[src/verilog/tpfc_pkg.sv]
// Constants and types of the thermal print feed controller
package tpfc_pkg;
    localparam int CLK_HZ = 50_000_000;
    localparam int CLK_MHZ = 50;
    localparam int DOTS = 384;
    localparam int BLOCKS = 6;
    localparam int BLOCK_DOTS = DOTS / BLOCKS;
    localparam int LINE_WORDS = DOTS / 32;
    localparam logic [1:0] STEPS_PER_LINE = 2'h2;
    localparam int STEPS_PER_MM = 16;
    localparam int LOAD_MM_S = 12;
    localparam int LOAD_RATE = LOAD_MM_S * STEPS_PER_MM;
    localparam logic [31:0] LOAD_STEP_CYC = 32'((CLK_HZ + LOAD_RATE - 1) / LOAD_RATE);
    localparam int DEF_MM_S = 56;
    localparam int DEF_RATE = DEF_MM_S * STEPS_PER_MM;
    localparam logic [31:0] RST_STEP_PER = 32'((CLK_HZ + DEF_RATE - 1) / DEF_RATE);
    localparam logic [31:0] RST_LINE_PER = 32'(2 * ((CLK_HZ + DEF_RATE - 1) / DEF_RATE));
    localparam int HEAT_US = 2530;
    localparam logic [31:0] RST_HEAT = 32'(HEAT_US * CLK_MHZ);
    localparam logic [8:0] RST_LIMIT = 9'h040;
    localparam logic [6:0] RST_DUTY = 7'h64;
    localparam logic [6:0] FULL_DUTY = 7'h64;
    localparam logic [15:0] RST_DEBOUNCE = 16'h0010;
    localparam int ON_MAX_S = 30;
    localparam logic [15:0] ON_MAX_MS = 16'(ON_MAX_S * 1000);
    localparam logic [15:0] MS_CYC = 16'(CLK_HZ / 1000);
    localparam int SHIFT_HALF_NS = 80;
    localparam int LAT_SETUP_NS = 200;
    localparam int LAT_WIDTH_NS = 100;
    localparam int STB_SETUP_NS = 300;
    localparam logic [3:0] SHIFT_HALF_CYC = 4'((SHIFT_HALF_NS * CLK_MHZ + 999) / 1000);
    localparam logic [31:0] LAT_SETUP_CYC = 32'((LAT_SETUP_NS * CLK_MHZ + 999) / 1000);
    localparam logic [31:0] LAT_WIDTH_CYC = 32'((LAT_WIDTH_NS * CLK_MHZ + 999) / 1000);
    localparam logic [31:0] STB_SETUP_CYC = 32'((STB_SETUP_NS * CLK_MHZ + 999) / 1000);
    localparam logic [4:0] REG_CTRL = 5'h00;
    localparam logic [4:0] REG_STATUS = 5'h01;
    localparam logic [4:0] REG_IRQ_ST = 5'h02;
    localparam logic [4:0] REG_IRQ_MASK = 5'h03;
    localparam logic [4:0] REG_STEP_PER = 5'h04;
    localparam logic [4:0] REG_LINE_PER = 5'h05;
    localparam logic [4:0] REG_HEAT = 5'h06;
    localparam logic [4:0] REG_LIMIT = 5'h07;
    localparam logic [4:0] REG_DUTY = 5'h08;
    localparam logic [4:0] REG_DEBOUNCE = 5'h09;
    localparam logic [4:0] REG_FEED = 5'h0a;
    localparam logic [4:0] REG_LINE = 5'h10;
    localparam int CTRL_DYN = 0;
    localparam int CTRL_LOAD = 1;
    localparam int CTRL_GO = 2;
    localparam int IRQ_W = 4;
    localparam int IRQ_PAPER = 0;
    localparam int IRQ_REST_ON = 1;
    localparam int IRQ_REST_OFF = 2;
    localparam int IRQ_LINE = 3;
    typedef enum logic [6:0] {
        S_IDLE = 7'h01, S_SHIFT = 7'h02, S_LATCH = 7'h04, S_SETUP = 7'h08,
        S_HEAT = 7'h10, S_STEP = 7'h20, S_GAP = 7'h40
    } tpfc_state_type;
    typedef struct packed {
        logic [BLOCKS-1:0] strobe;
        logic data;
        logic sclk;
        logic hold_n;
    } tpfc_head_type;
    function automatic logic [3:0] step_pattern(input logic [1:0] idx);
        unique case (idx)
            2'h0: step_pattern = 4'hc;
            2'h1: step_pattern = 4'h6;
            2'h2: step_pattern = 4'h3;
            default: step_pattern = 4'h9;
        endcase
    endfunction : step_pattern
    function automatic logic [31:0] dec_sat(input logic [31:0] v, input logic [31:0] d);
        dec_sat = (v > d) ? v - d : 32'h0;
    endfunction : dec_sat
endpackage : tpfc_pkg

[src/verilog/tpfc_top.sv]
// Thermal print feed controller: drives printhead and stepper, reads paper sensor
`timescale 1ns/100ps
module tpfc_top import tpfc_pkg::*; (
    input wire logic clk_i,
    input wire logic srst_i,
    input wire logic [4:0] avs_address_i,
    input wire logic avs_read_i,
    input wire logic avs_write_i,
    input wire logic [31:0] avs_writedata_i,
    output logic [31:0] avs_readdata_o,
    output logic avs_waitrequest_o,
    output logic irq_o,
    input wire logic paper_sense_out_i,
    output logic dot_serial_in_o,
    output logic dot_shift_clk_o,
    output logic dot_line_hold_n_o,
    output logic heat_strobe_first_o,
    output logic heat_strobe_second_o,
    output logic heat_strobe_third_o,
    output logic heat_strobe_fourth_o,
    output logic heat_strobe_fifth_o,
    output logic heat_strobe_sixth_o,
    output logic motor_phase_a_o,
    output logic motor_phase_b_o,
    output logic motor_phase_c_o,
    output logic motor_phase_d_o
);
    tpfc_state_type state_q;
    tpfc_head_type head_q;
    logic [3:0] motor_q;
    logic [1:0] phase_q;
    logic wait_q;
    logic [31:0] rdata_q;
    logic dyn_q;
    logic load_q;
    logic [IRQ_W-1:0] irq_st_q;
    logic [IRQ_W-1:0] irq_mask_q;
    logic irq_q;
    logic [31:0] step_per_q;
    logic [31:0] line_per_q;
    logic [31:0] heat_q;
    logic [8:0] limit_q;
    logic [6:0] duty_q;
    logic [15:0] deb_q;
    logic [DOTS-1:0] remain_q;
    logic [15:0] feed_left_q;
    logic [8:0] pos_q;
    logic [8:0] cnt_q;
    logic [2:0] blk_q;
    logic [1:0] steps_left_q;
    logic [31:0] tmr_q;
    logic [31:0] step_tmr_q;
    logic [31:0] line_tmr_q;
    logic [3:0] half_q;
    logic s1_q;
    logic s2_q;
    logic s3_q;
    logic paper_out_q;
    logic [15:0] deb_cnt_q;
    logic [15:0] ms_div_q;
    logic [15:0] on_ms_q;
    logic [31:0] credit_q;
    logic rest_q;
    logic [1:0] line_steps_q;

    // Bus: one wait cycle, then the access completes
    wire logic req = avs_read_i | avs_write_i;
    wire logic wr = avs_write_i & ~wait_q;
    wire logic idle = (state_q == S_IDLE);
    wire logic go = wr && avs_address_i == REG_CTRL && avs_writedata_i[CTRL_GO] && idle;
    wire logic feed = wr && avs_address_i == REG_FEED && avs_writedata_i[15:0] != 16'h0 && idle;
    wire logic line_wr = wr && idle && avs_address_i >= REG_LINE
        && avs_address_i < REG_LINE + 5'(LINE_WORDS);
    wire logic [3:0] word_idx = 4'(avs_address_i - REG_LINE);
    wire logic [31:0] eff_per = (load_q && LOAD_STEP_CYC > step_per_q) ? LOAD_STEP_CYC
        : step_per_q;
    wire logic step_ev = (state_q == S_STEP) && !rest_q && step_tmr_q >= eff_per;
    wire logic line_ev = (state_q == S_GAP) && line_tmr_q >= line_per_q;
    wire logic ms_tick = (ms_div_q == MS_CYC - 16'h1);
    wire logic busy = !idle;
    wire logic limited = duty_q < FULL_DUTY;
    wire logic rest_on = ms_tick && !rest_q && busy && limited
        && on_ms_q == ON_MAX_MS - 16'h1;
    wire logic rest_off = ms_tick && rest_q && credit_q <= 32'(duty_q);
    wire logic paper_ev = (deb_cnt_q >= deb_q) && s3_q && !paper_out_q;
    wire logic send = remain_q[pos_q] && (!dyn_q || cnt_q < limit_q);

    always_ff @(posedge clk_i) begin
        if (srst_i) begin
            wait_q <= 1'b1;
            rdata_q <= 32'h0;
        end else begin
            wait_q <= ~(req & wait_q);
            if (req && wait_q) begin
                unique case (avs_address_i)
                    REG_CTRL: rdata_q <= {30'h0, load_q, dyn_q};
                    REG_STATUS: rdata_q <= {25'h0, state_q};
                    REG_IRQ_ST: rdata_q <= {28'h0, irq_st_q};
                    REG_IRQ_MASK: rdata_q <= {28'h0, irq_mask_q};
                    REG_STEP_PER: rdata_q <= step_per_q;
                    REG_LINE_PER: rdata_q <= line_per_q;
                    REG_HEAT: rdata_q <= heat_q;
                    REG_LIMIT: rdata_q <= {23'h0, limit_q};
                    REG_DUTY: rdata_q <= {25'h0, duty_q};
                    REG_DEBOUNCE: rdata_q <= {16'h0, deb_q};
                    REG_FEED: rdata_q <= {13'h0, rest_q, paper_out_q, busy, feed_left_q};
                    default: rdata_q <= 32'h0;
                endcase
            end
        end
    end

    always_ff @(posedge clk_i) begin
        if (srst_i) begin
            dyn_q <= 1'b0;
            load_q <= 1'b0;
            irq_mask_q <= '0;
            step_per_q <= RST_STEP_PER;
            line_per_q <= RST_LINE_PER;
            heat_q <= RST_HEAT;
            limit_q <= RST_LIMIT;
            duty_q <= RST_DUTY;
            deb_q <= RST_DEBOUNCE;
        end else if (wr) begin
            unique case (avs_address_i)
                REG_CTRL: begin
                    dyn_q <= avs_writedata_i[CTRL_DYN];
                    load_q <= avs_writedata_i[CTRL_LOAD];
                end
                REG_IRQ_MASK: irq_mask_q <= avs_writedata_i[IRQ_W-1:0];
                REG_STEP_PER: step_per_q <= avs_writedata_i;
                REG_LINE_PER: line_per_q <= avs_writedata_i;
                REG_HEAT: heat_q <= (avs_writedata_i == 32'h0) ? 32'h1 : avs_writedata_i;
                REG_LIMIT: limit_q <= (avs_writedata_i[8:0] == 9'h0) ? 9'h1 : avs_writedata_i[8:0];
                REG_DUTY: duty_q <= (avs_writedata_i[6:0] == 7'h0) ? 7'h1
                    : (avs_writedata_i[6:0] > FULL_DUTY) ? FULL_DUTY : avs_writedata_i[6:0];
                REG_DEBOUNCE: deb_q <= avs_writedata_i[15:0];
                default: ;
            endcase
        end
    end

    // Sticky events, set wins over write-one clear
    always_ff @(posedge clk_i) begin
        if (srst_i) begin
            irq_st_q <= '0;
            irq_q <= 1'b0;
        end else begin
            irq_st_q <= (irq_st_q & ~((wr && avs_address_i == REG_IRQ_ST)
                ? avs_writedata_i[IRQ_W-1:0] : 4'h0))
                | {line_ev, rest_off, rest_on, paper_ev};
            irq_q <= |(irq_st_q & irq_mask_q);
        end
    end

    // Paper sensor: three stages, then a stable count
    always_ff @(posedge clk_i) begin
        if (srst_i) begin
            s1_q <= 1'b0;
            s2_q <= 1'b0;
            s3_q <= 1'b0;
            paper_out_q <= 1'b0;
            deb_cnt_q <= 16'h0;
        end else begin
            s1_q <= paper_sense_out_i;
            s2_q <= s1_q;
            s3_q <= s2_q;
            if (s2_q != s3_q || s3_q == paper_out_q) begin
                deb_cnt_q <= 16'h0;
            end else if (deb_cnt_q >= deb_q) begin
                paper_out_q <= s3_q;
                deb_cnt_q <= 16'h0;
            end else begin
                deb_cnt_q <= deb_cnt_q + 16'h1;
            end
        end
    end

    // Duty: credit grows with ON time, drains at duty rate
    always_ff @(posedge clk_i) begin
        if (srst_i) begin
            ms_div_q <= 16'h0;
            on_ms_q <= 16'h0;
            credit_q <= 32'h0;
            rest_q <= 1'b0;
        end else begin
            ms_div_q <= ms_tick ? 16'h0 : ms_div_q + 16'h1;
            if (ms_tick) begin
                if (rest_q) begin
                    credit_q <= dec_sat(credit_q, 32'(duty_q));
                    if (rest_off) begin
                        rest_q <= 1'b0;
                        on_ms_q <= 16'h0;
                    end
                end else if (busy && limited) begin
                    on_ms_q <= on_ms_q + 16'h1;
                    credit_q <= credit_q + 32'(FULL_DUTY - duty_q);
                    rest_q <= rest_on;
                end else begin
                    credit_q <= dec_sat(credit_q, 32'(duty_q));
                    if (credit_q <= 32'(duty_q)) begin
                        on_ms_q <= 16'h0;
                    end
                end
            end
        end
    end

    // Motor: rotate the four states, hold between lines
    always_ff @(posedge clk_i) begin
        if (srst_i) begin
            phase_q <= 2'h0;
            motor_q <= 4'h0;
            step_tmr_q <= 32'h0;
        end else begin
            if (step_ev) begin
                phase_q <= phase_q + 2'h1;
                step_tmr_q <= 32'h0;
            end else if (step_tmr_q != 32'hffffffff) begin
                step_tmr_q <= step_tmr_q + 32'h1;
            end
            motor_q <= rest_q ? 4'h0 : step_pattern(phase_q);
        end
    end

    // Head sequencing; strobes only with paper
    always_ff @(posedge clk_i) begin
        if (srst_i) begin
            state_q <= S_IDLE;
            head_q.strobe <= '0;
            head_q.data <= 1'b0;
            head_q.sclk <= 1'b0;
            head_q.hold_n <= 1'b1;
            remain_q <= '0;
            feed_left_q <= 16'h0;
            pos_q <= 9'h0;
            cnt_q <= 9'h0;
            blk_q <= 3'h0;
            steps_left_q <= 2'h0;
            tmr_q <= 32'h0;
            half_q <= 4'h0;
            line_tmr_q <= 32'h0;
        end else begin
            if (line_tmr_q != 32'hffffffff) begin
                line_tmr_q <= line_tmr_q + 32'h1;
            end
            if (state_q == S_HEAT && !paper_out_q) begin
                head_q.strobe <= dyn_q ? {BLOCKS{1'b1}} : 6'(6'h1 << blk_q);
            end else begin
                head_q.strobe <= '0;
            end
            unique case (state_q)
                S_IDLE: begin
                    if (line_wr) begin
                        remain_q[32*word_idx +: 32] <= avs_writedata_i;
                    end
                    if (go) begin
                        state_q <= S_SHIFT;
                        line_tmr_q <= 32'h0;
                        pos_q <= 9'h0;
                        cnt_q <= 9'h0;
                        half_q <= 4'h0;
                    end else if (feed) begin
                        state_q <= S_STEP;
                        feed_left_q <= avs_writedata_i[15:0];
                        steps_left_q <= STEPS_PER_LINE;
                        line_tmr_q <= 32'h0;
                    end
                end
                S_SHIFT: begin
                    if (half_q == 4'h0 && !head_q.sclk) begin
                        head_q.data <= send;
                        if (dyn_q && send) begin
                            remain_q[pos_q] <= 1'b0;
                            cnt_q <= cnt_q + 9'h1;
                        end
                    end
                    if (half_q == SHIFT_HALF_CYC - 4'h1) begin
                        half_q <= 4'h0;
                        head_q.sclk <= ~head_q.sclk;
                        if (head_q.sclk && pos_q == 9'(DOTS - 1)) begin
                            state_q <= S_LATCH;
                            tmr_q <= 32'h0;
                        end else if (head_q.sclk) begin
                            pos_q <= pos_q + 9'h1;
                        end
                    end else begin
                        half_q <= half_q + 4'h1;
                    end
                end
                S_LATCH: begin
                    tmr_q <= tmr_q + 32'h1;
                    if (tmr_q == LAT_SETUP_CYC - 32'h1) begin
                        head_q.hold_n <= 1'b0;
                    end
                    if (tmr_q == LAT_SETUP_CYC + LAT_WIDTH_CYC - 32'h1) begin
                        head_q.hold_n <= 1'b1;
                        state_q <= S_SETUP;
                        tmr_q <= 32'h0;
                    end
                end
                S_SETUP: begin
                    tmr_q <= tmr_q + 32'h1;
                    if (tmr_q == STB_SETUP_CYC - 32'h1) begin
                        state_q <= S_HEAT;
                        tmr_q <= 32'h0;
                        blk_q <= 3'h0;
                    end
                end
                S_HEAT: begin
                    tmr_q <= tmr_q + 32'h1;
                    if (tmr_q == heat_q - 32'h1) begin
                        tmr_q <= 32'h0;
                        if (dyn_q && remain_q != '0) begin
                            state_q <= S_SHIFT;
                            pos_q <= 9'h0;
                            cnt_q <= 9'h0;
                            half_q <= 4'h0;
                        end else if (!dyn_q && blk_q != 3'(BLOCKS - 1)) begin
                            blk_q <= blk_q + 3'h1;
                        end else begin
                            remain_q <= '0;
                            state_q <= S_STEP;
                            steps_left_q <= STEPS_PER_LINE;
                        end
                    end
                end
                S_STEP: begin
                    if (step_ev) begin
                        steps_left_q <= steps_left_q - 2'h1;
                        if (steps_left_q == 2'h1) begin
                            state_q <= S_GAP;
                        end
                    end
                end
                S_GAP: begin
                    if (line_ev && feed_left_q > 16'h1) begin
                        feed_left_q <= feed_left_q - 16'h1;
                        steps_left_q <= STEPS_PER_LINE;
                        line_tmr_q <= 32'h0;
                        state_q <= S_STEP;
                    end else if (line_ev) begin
                        feed_left_q <= 16'h0;
                        state_q <= S_IDLE;
                    end
                end
                default: state_q <= S_IDLE;
            endcase
        end
    end

    // Helper: steps issued since the line began
    always_ff @(posedge clk_i) begin
        if (srst_i || (state_q == S_GAP && line_ev)) begin
            line_steps_q <= 2'h0;
        end else if (step_ev) begin
            line_steps_q <= line_steps_q + 2'h1;
        end
    end

    assign avs_readdata_o = rdata_q;
    assign avs_waitrequest_o = wait_q;
    assign irq_o = irq_q;
    assign dot_serial_in_o = head_q.data;
    assign dot_shift_clk_o = head_q.sclk;
    assign dot_line_hold_n_o = head_q.hold_n;
    assign {heat_strobe_sixth_o, heat_strobe_fifth_o, heat_strobe_fourth_o,
        heat_strobe_third_o, heat_strobe_second_o, heat_strobe_first_o} = head_q.strobe;
    assign {motor_phase_a_o, motor_phase_b_o, motor_phase_c_o, motor_phase_d_o} = motor_q;
endmodule : tpfc_top

[config.mk]
export PLATFORM = sky130hd
export DESIGN_NAME = tpfc_top
export DESIGN_NICKNAME = d
export VERILOG_FILES = /design/src/verilog/tpfc_pkg.sv /design/src/verilog/tpfc_top.sv
export SDC_FILE = /design/constraint.sdc
export NUM_CORES = 2
export LEC_CHECK = 0
export BUFFER_PORTS_ARGS = -buffer_cell sky130_fd_sc_hd__buf_4
export CORE_UTILIZATION = 45
export DETAILED_ROUTE_END_ITERATION = 6
export SYNTH_ARGS = -nofsm -noshare
export SYNTH_HDL_FRONTEND = slang
export SYNTH_SLANG_ARGS = --single-unit
[constraint.sdc]
create_clock -name clk_i -period 5.4 [get_ports clk_i]
set_input_delay 0.81 -clock clk_i [delete_from_list [all_inputs] [get_ports clk_i]]
set_output_delay 0.81 -clock clk_i [all_outputs]
set_load 0.02 [all_outputs]
# Word-level counts from Yosys, hierarchy flattened
# Cells that the tools add are included.
# W data, S select, Z words.
# word_totals
regBits	802
input_bits	42
out_inout_bits	47
# op_classes
n_addsub	19
n_lt_le_gt_ge	14
bitwise_logic	14
n_reduce_logical	84
eq_ne	56
mux	90
shifts	3
# op_table
op	n
$mux W384	6
$pmux W384 S3	1
$mux W32	13
$and A384 B384 Y384	1
$bwmux W384	1
$not A384 Y384	1
$reduce_bool A384 Y1	1
$shift A32 B34 Y384 const A	1
$shiftx A32 B34 Y384	1
$pmux W32 S11	1
$mux W16	8
$mux W7	15
$add A32 B1 Y32 const B	3
$pmux W32 S3	1
$mux W9	9
$eq A32 B4 Y1 const B	2
$ge A32 B32 Y1	2
$ne A32 B32 Y1 const B	2
$pmux W32 S2	1
$pmux W9 S3	2
$pmux W7 S7	1
$add A16 B1 Y16 const B	3
$neg A9 Y34	1
$logic_and A1 B1 Y1	33
89 further kinds	170

# Depth between registers and ports, before layout
# logic_depth
word_depth	9
ltp_mapped	19
depth_no_buf	17

# Worst setup path after synthesis
# Ideal clock, no wire load.
# synth_path
kind	reg-to-reg
startpoint	register step_per_q[0]
endpoint	register state_q[3]
arrival_time_ps	3746
setup_time_ps	123
slack_ps	1530
path_stages_with_launch	19
period_less_slack_ps	3870
t_required_ps	5277
n_path_buf	2
cell_sequence	dfxtp_1 > or4_1 > o31a_1 > o21a_1 > nor3_1 > o31ai_1 > clkbuf_1 > nor2b_1 > ha_1 > a21oi_1 > nor2b_1 > or4_1 > o21ai_0 > and3_1 > o31ai_1 > o21bai_1 > or2_1 > clkbuf_1 > mux2_1
# synth_between
elab_chain_cells	7
# synth_rtl
item	line_no	text
start: declaration	tpfc_top.sv:39	logic [31:0] step_per_q;
start signal: assignment	tpfc_top.sv:131	REG_STEP_PER: step_per_q <= avs_writedata_i;
$gt A18 B32 Y1	tpfc_top.sv:75	wire logic [31:0] eff_per = (load_q && LOAD_STEP_CYC > step_per_q) ? LOAD_STEP_CYC
$logic_and A1 B1 Y1	tpfc_top.sv:75	
$mux W32 *	tpfc_top.sv:75	
$ge A32 B32 Y1 *	tpfc_top.sv:77	wire logic step_ev = (state_q == S_STEP) && !rest_q && step_tmr_q >= eff_per;
$logic_and A1 B1 Y1 *	tpfc_top.sv:77	
$ne A2 B2 Y1 (no line) *	--	
$reduce_and A10 Y1 (no line) *	--	
end signal: assignment	tpfc_top.sv:229	state_q <= S_IDLE;
end signal: assignment	tpfc_top.sv:258	state_q <= S_SHIFT;
end signal: assignment	tpfc_top.sv:264	state_q <= S_STEP;
end: declaration	tpfc_top.sv:28	tpfc_state_type state_q;
# Every way passes the cells marked *; elsewhere a longest branch is shown, timed or not.
# A chain may end at the register's enable or synchronous reset.

==> results_dict.tcl <==
set metrics [dict create \
    yosys_warnings 0 \
    core-area_um2 106000 \
    grt_pass1_wl_um 314000 \
    dpl.hpwl_um 143000 \
    die_w_um 329 \
    cts_setup_buffers 0 \
    die_area_um2 108000 \
    yosysSeqAreaShare_pct 33.4 \
    design_area_um2 53100 \
    drtIter0Drc 7158 \
    yosysTopAreaCell "dfxtp_1" \
    hold_path.class "in2reg" \
    antenna_found_initial 8 \
    fp-row-count 119 \
    worstSkewPairLatency_ns 0.71 \
    first_global_vias 45600 \
    chipHeight_um 329 \
    period_needed_ns 5.46 \
    first_pass_iters 7 \
    startpoint_type "flop" \
    critical_path_class "reg2reg" \
    violations "DRC, setup timing" \
    num_vias 50600 \
    min_period_over_period_pct 101 \
    async_reset_ff_share_pct 0 \
    ys.flop_type "dfxtp_1" \
    synth_top_cell_area_share_pct 33.4 \
    peakVddDrop_uv 246 \
    power.density_nw_per_um2 281 \
    drtAntennaViolNets 0 \
    fin_ws_ns -0.0551 \
    drv_slew 0 \
    detail_route.vias_per_cell 6.75 \
    syn_inst 6225 \
    initial_core_util_pct 45.5 \
    mostFrequentLayoutCell "dfxtp_1" \
    clock-root-buffer "clkbuf_16" \
    synth_edf_count 0 \
    gp_congestion 1.06 \
    cts_resized 0 \
    synth_seq_cells 802 \
    routedWlPerCell_um 28.9 \
    synthTopCellsByArea "dfxtp_1 33%, a21oi_1 6.2%, nand2_1 6.0%" \
    cts_tree "done" \
    drt_drc_violations_left 12 \
    track_usage_pct 38.7 \
    drv_cap 0 \
    clkSinkCount 802 \
    worst_slew_pin_slew_ns 1.36 \
    synth_nets 6429 \
    final_cell_mix "799 x dfxtp_1, 772 x nand2_1, 594 x a21oi_1" \
    arrival_ns 6.03 \
    fmax_mhz 183 \
    synth_cell_type_count 95 \
    post_dp_cell_area_um2 50100 \
    relSlewSlack_pct 8.48 \
    grt.overflow.total 0 \
    routed_wl_um 217000 \
    portBuffers 88 \
    num-fill-cells 10300 \
    drive_gt1_share_pct 8.59 \
    clk_pin_slew_ns 0.06 \
    ctsLongestPathBuffers 3 \
    finalSetupViolations 23 \
    required_ns 5.98 \
    avgSynthCellArea_um2 7.72 \
    status "finished, violations left" \
    grt_max_degree 168 \
    hold_viol_final 0 \
    cp-end-kind "flop" \
    cts_htree_levels 3 \
    io-pin-count 89 \
    worst_hold_slack_ns 0.332 \
    fin_skew_ns 0.0260 \
    cts_made_buffers 94 \
    final_nets 6222 \
    path_max_fanout 81 \
    rsz0062_at_grt "false" \
    p_leak_uw 0.0188 \
    layout-area-overhead-vs-synth_pct 10.5 \
    synth_area_um2 48100 \
    ctsHoldBuffers 0 \
]
-- worst max-delay path, stage by stage, from the launching register on --
cell and delay, ns:
dfxtp_1 0.34, nor4_1 1.13, nand4_1 0.51, nor4_1 0.94
nand2_1 0.09, o21ai_0 0.19, buf_4 0.19, nor2b_1 0.20
nand4_2 0.29, a21oi_4 0.55, buf_12 0.37, a41oi_1 0.19
o21bai_1 0.22
-- path summary, 6_finish.rpt --
| check | endpoint | cells after the start | slack [ns] | from |
|---|---|---|---|---|
| max | flop | 12 | -0.06 | flop |
| min reg2reg | s2_q | 1 | 0.46 | s1_q |
| max reg2reg | flop | 12 | -0.06 | flop |
| min | s1_q | 2 | 0.33 | paper_sense_out_i |
-- Yosys cell counts, types with 104 or more instances --
| cell | count |
|---|---|
| nor3_1 | 166 |
| a22oi_1 | 145 |
| nor2_1 | 461 |
| nand4_1 | 208 |
| inv_1 | 151 |
| mux2i_1 | 104 |
| ha_1 | 160 |
| dfxtp_1 | 802 |
| nor2b_1 | 147 |
| clkbuf_1 | 427 |
| nor4_1 | 144 |
| nand2_1 | 773 |
| nand3_1 | 157 |
| o21ai_0 | 449 |
| a22o_1 | 119 |
| a21oi_1 | 594 |
-- power breakdown --
part	leakage, uW	internal, uW	switching [uW]
sequential	0.00647	6020	146
clock	0.00148	3660	2780
combinational	0.0109	623	1700
-- cells by family after synthesis --
family,after synthesis,share of synthesized area [%]
xor+xnor,172,3.13
mux,165,4.88
compound gates,1865,24.6
flops,802,33.4
simple gates,2357,24.0
fa+ha+maj,162,4.25
buf+inv,702,5.80
-- cell type report --
| class | count | area (um2) | area share, % |
|---|---|---|---|
| multi-input combinational | 4721 | 29500 | 55.5 |
| sequential | 802 | 16100 | 30.2 |
| clock buffer | 133 | 2690 | 5.07 |
| timing repair buffer | 247 | 2240 | 4.21 |
| tap | 1391 | 1740 | 3.28 |
| inverter | 152 | 578 | 1.09 |
| clock inverter | 35 | 319 | 0.601 |
| antenna | 12 | 30.0 | 0.0565 |
-- through the flow --
step	total power, uW	util (%)	setup TNS [ns]	setup slack (ns)	instances
floorplan	7640	-	0	1.53	6225
global placement	8490	47.4	0	0.749	7313
detailed placement	8500	47.4	0	0.715	7313
CTS	14900	50.3	0	0.685	7481
global route	15300	50.3	0	0.165	7481
finish	14900	50.3	-0.559	-0.0551	7493
-- layer usage --
metal	track usage (%)	wire length [um]	share of wire (%)	vias up
met3	11.0	24600	11	808
met2	55.9	91100	42	3246
met4	26.9	16500	7.6	10
met1	49.4	84200	39	24100
met5	0	74	0.034	-
li1	-	-	-	22400
(Power assumes the default switching activity.)
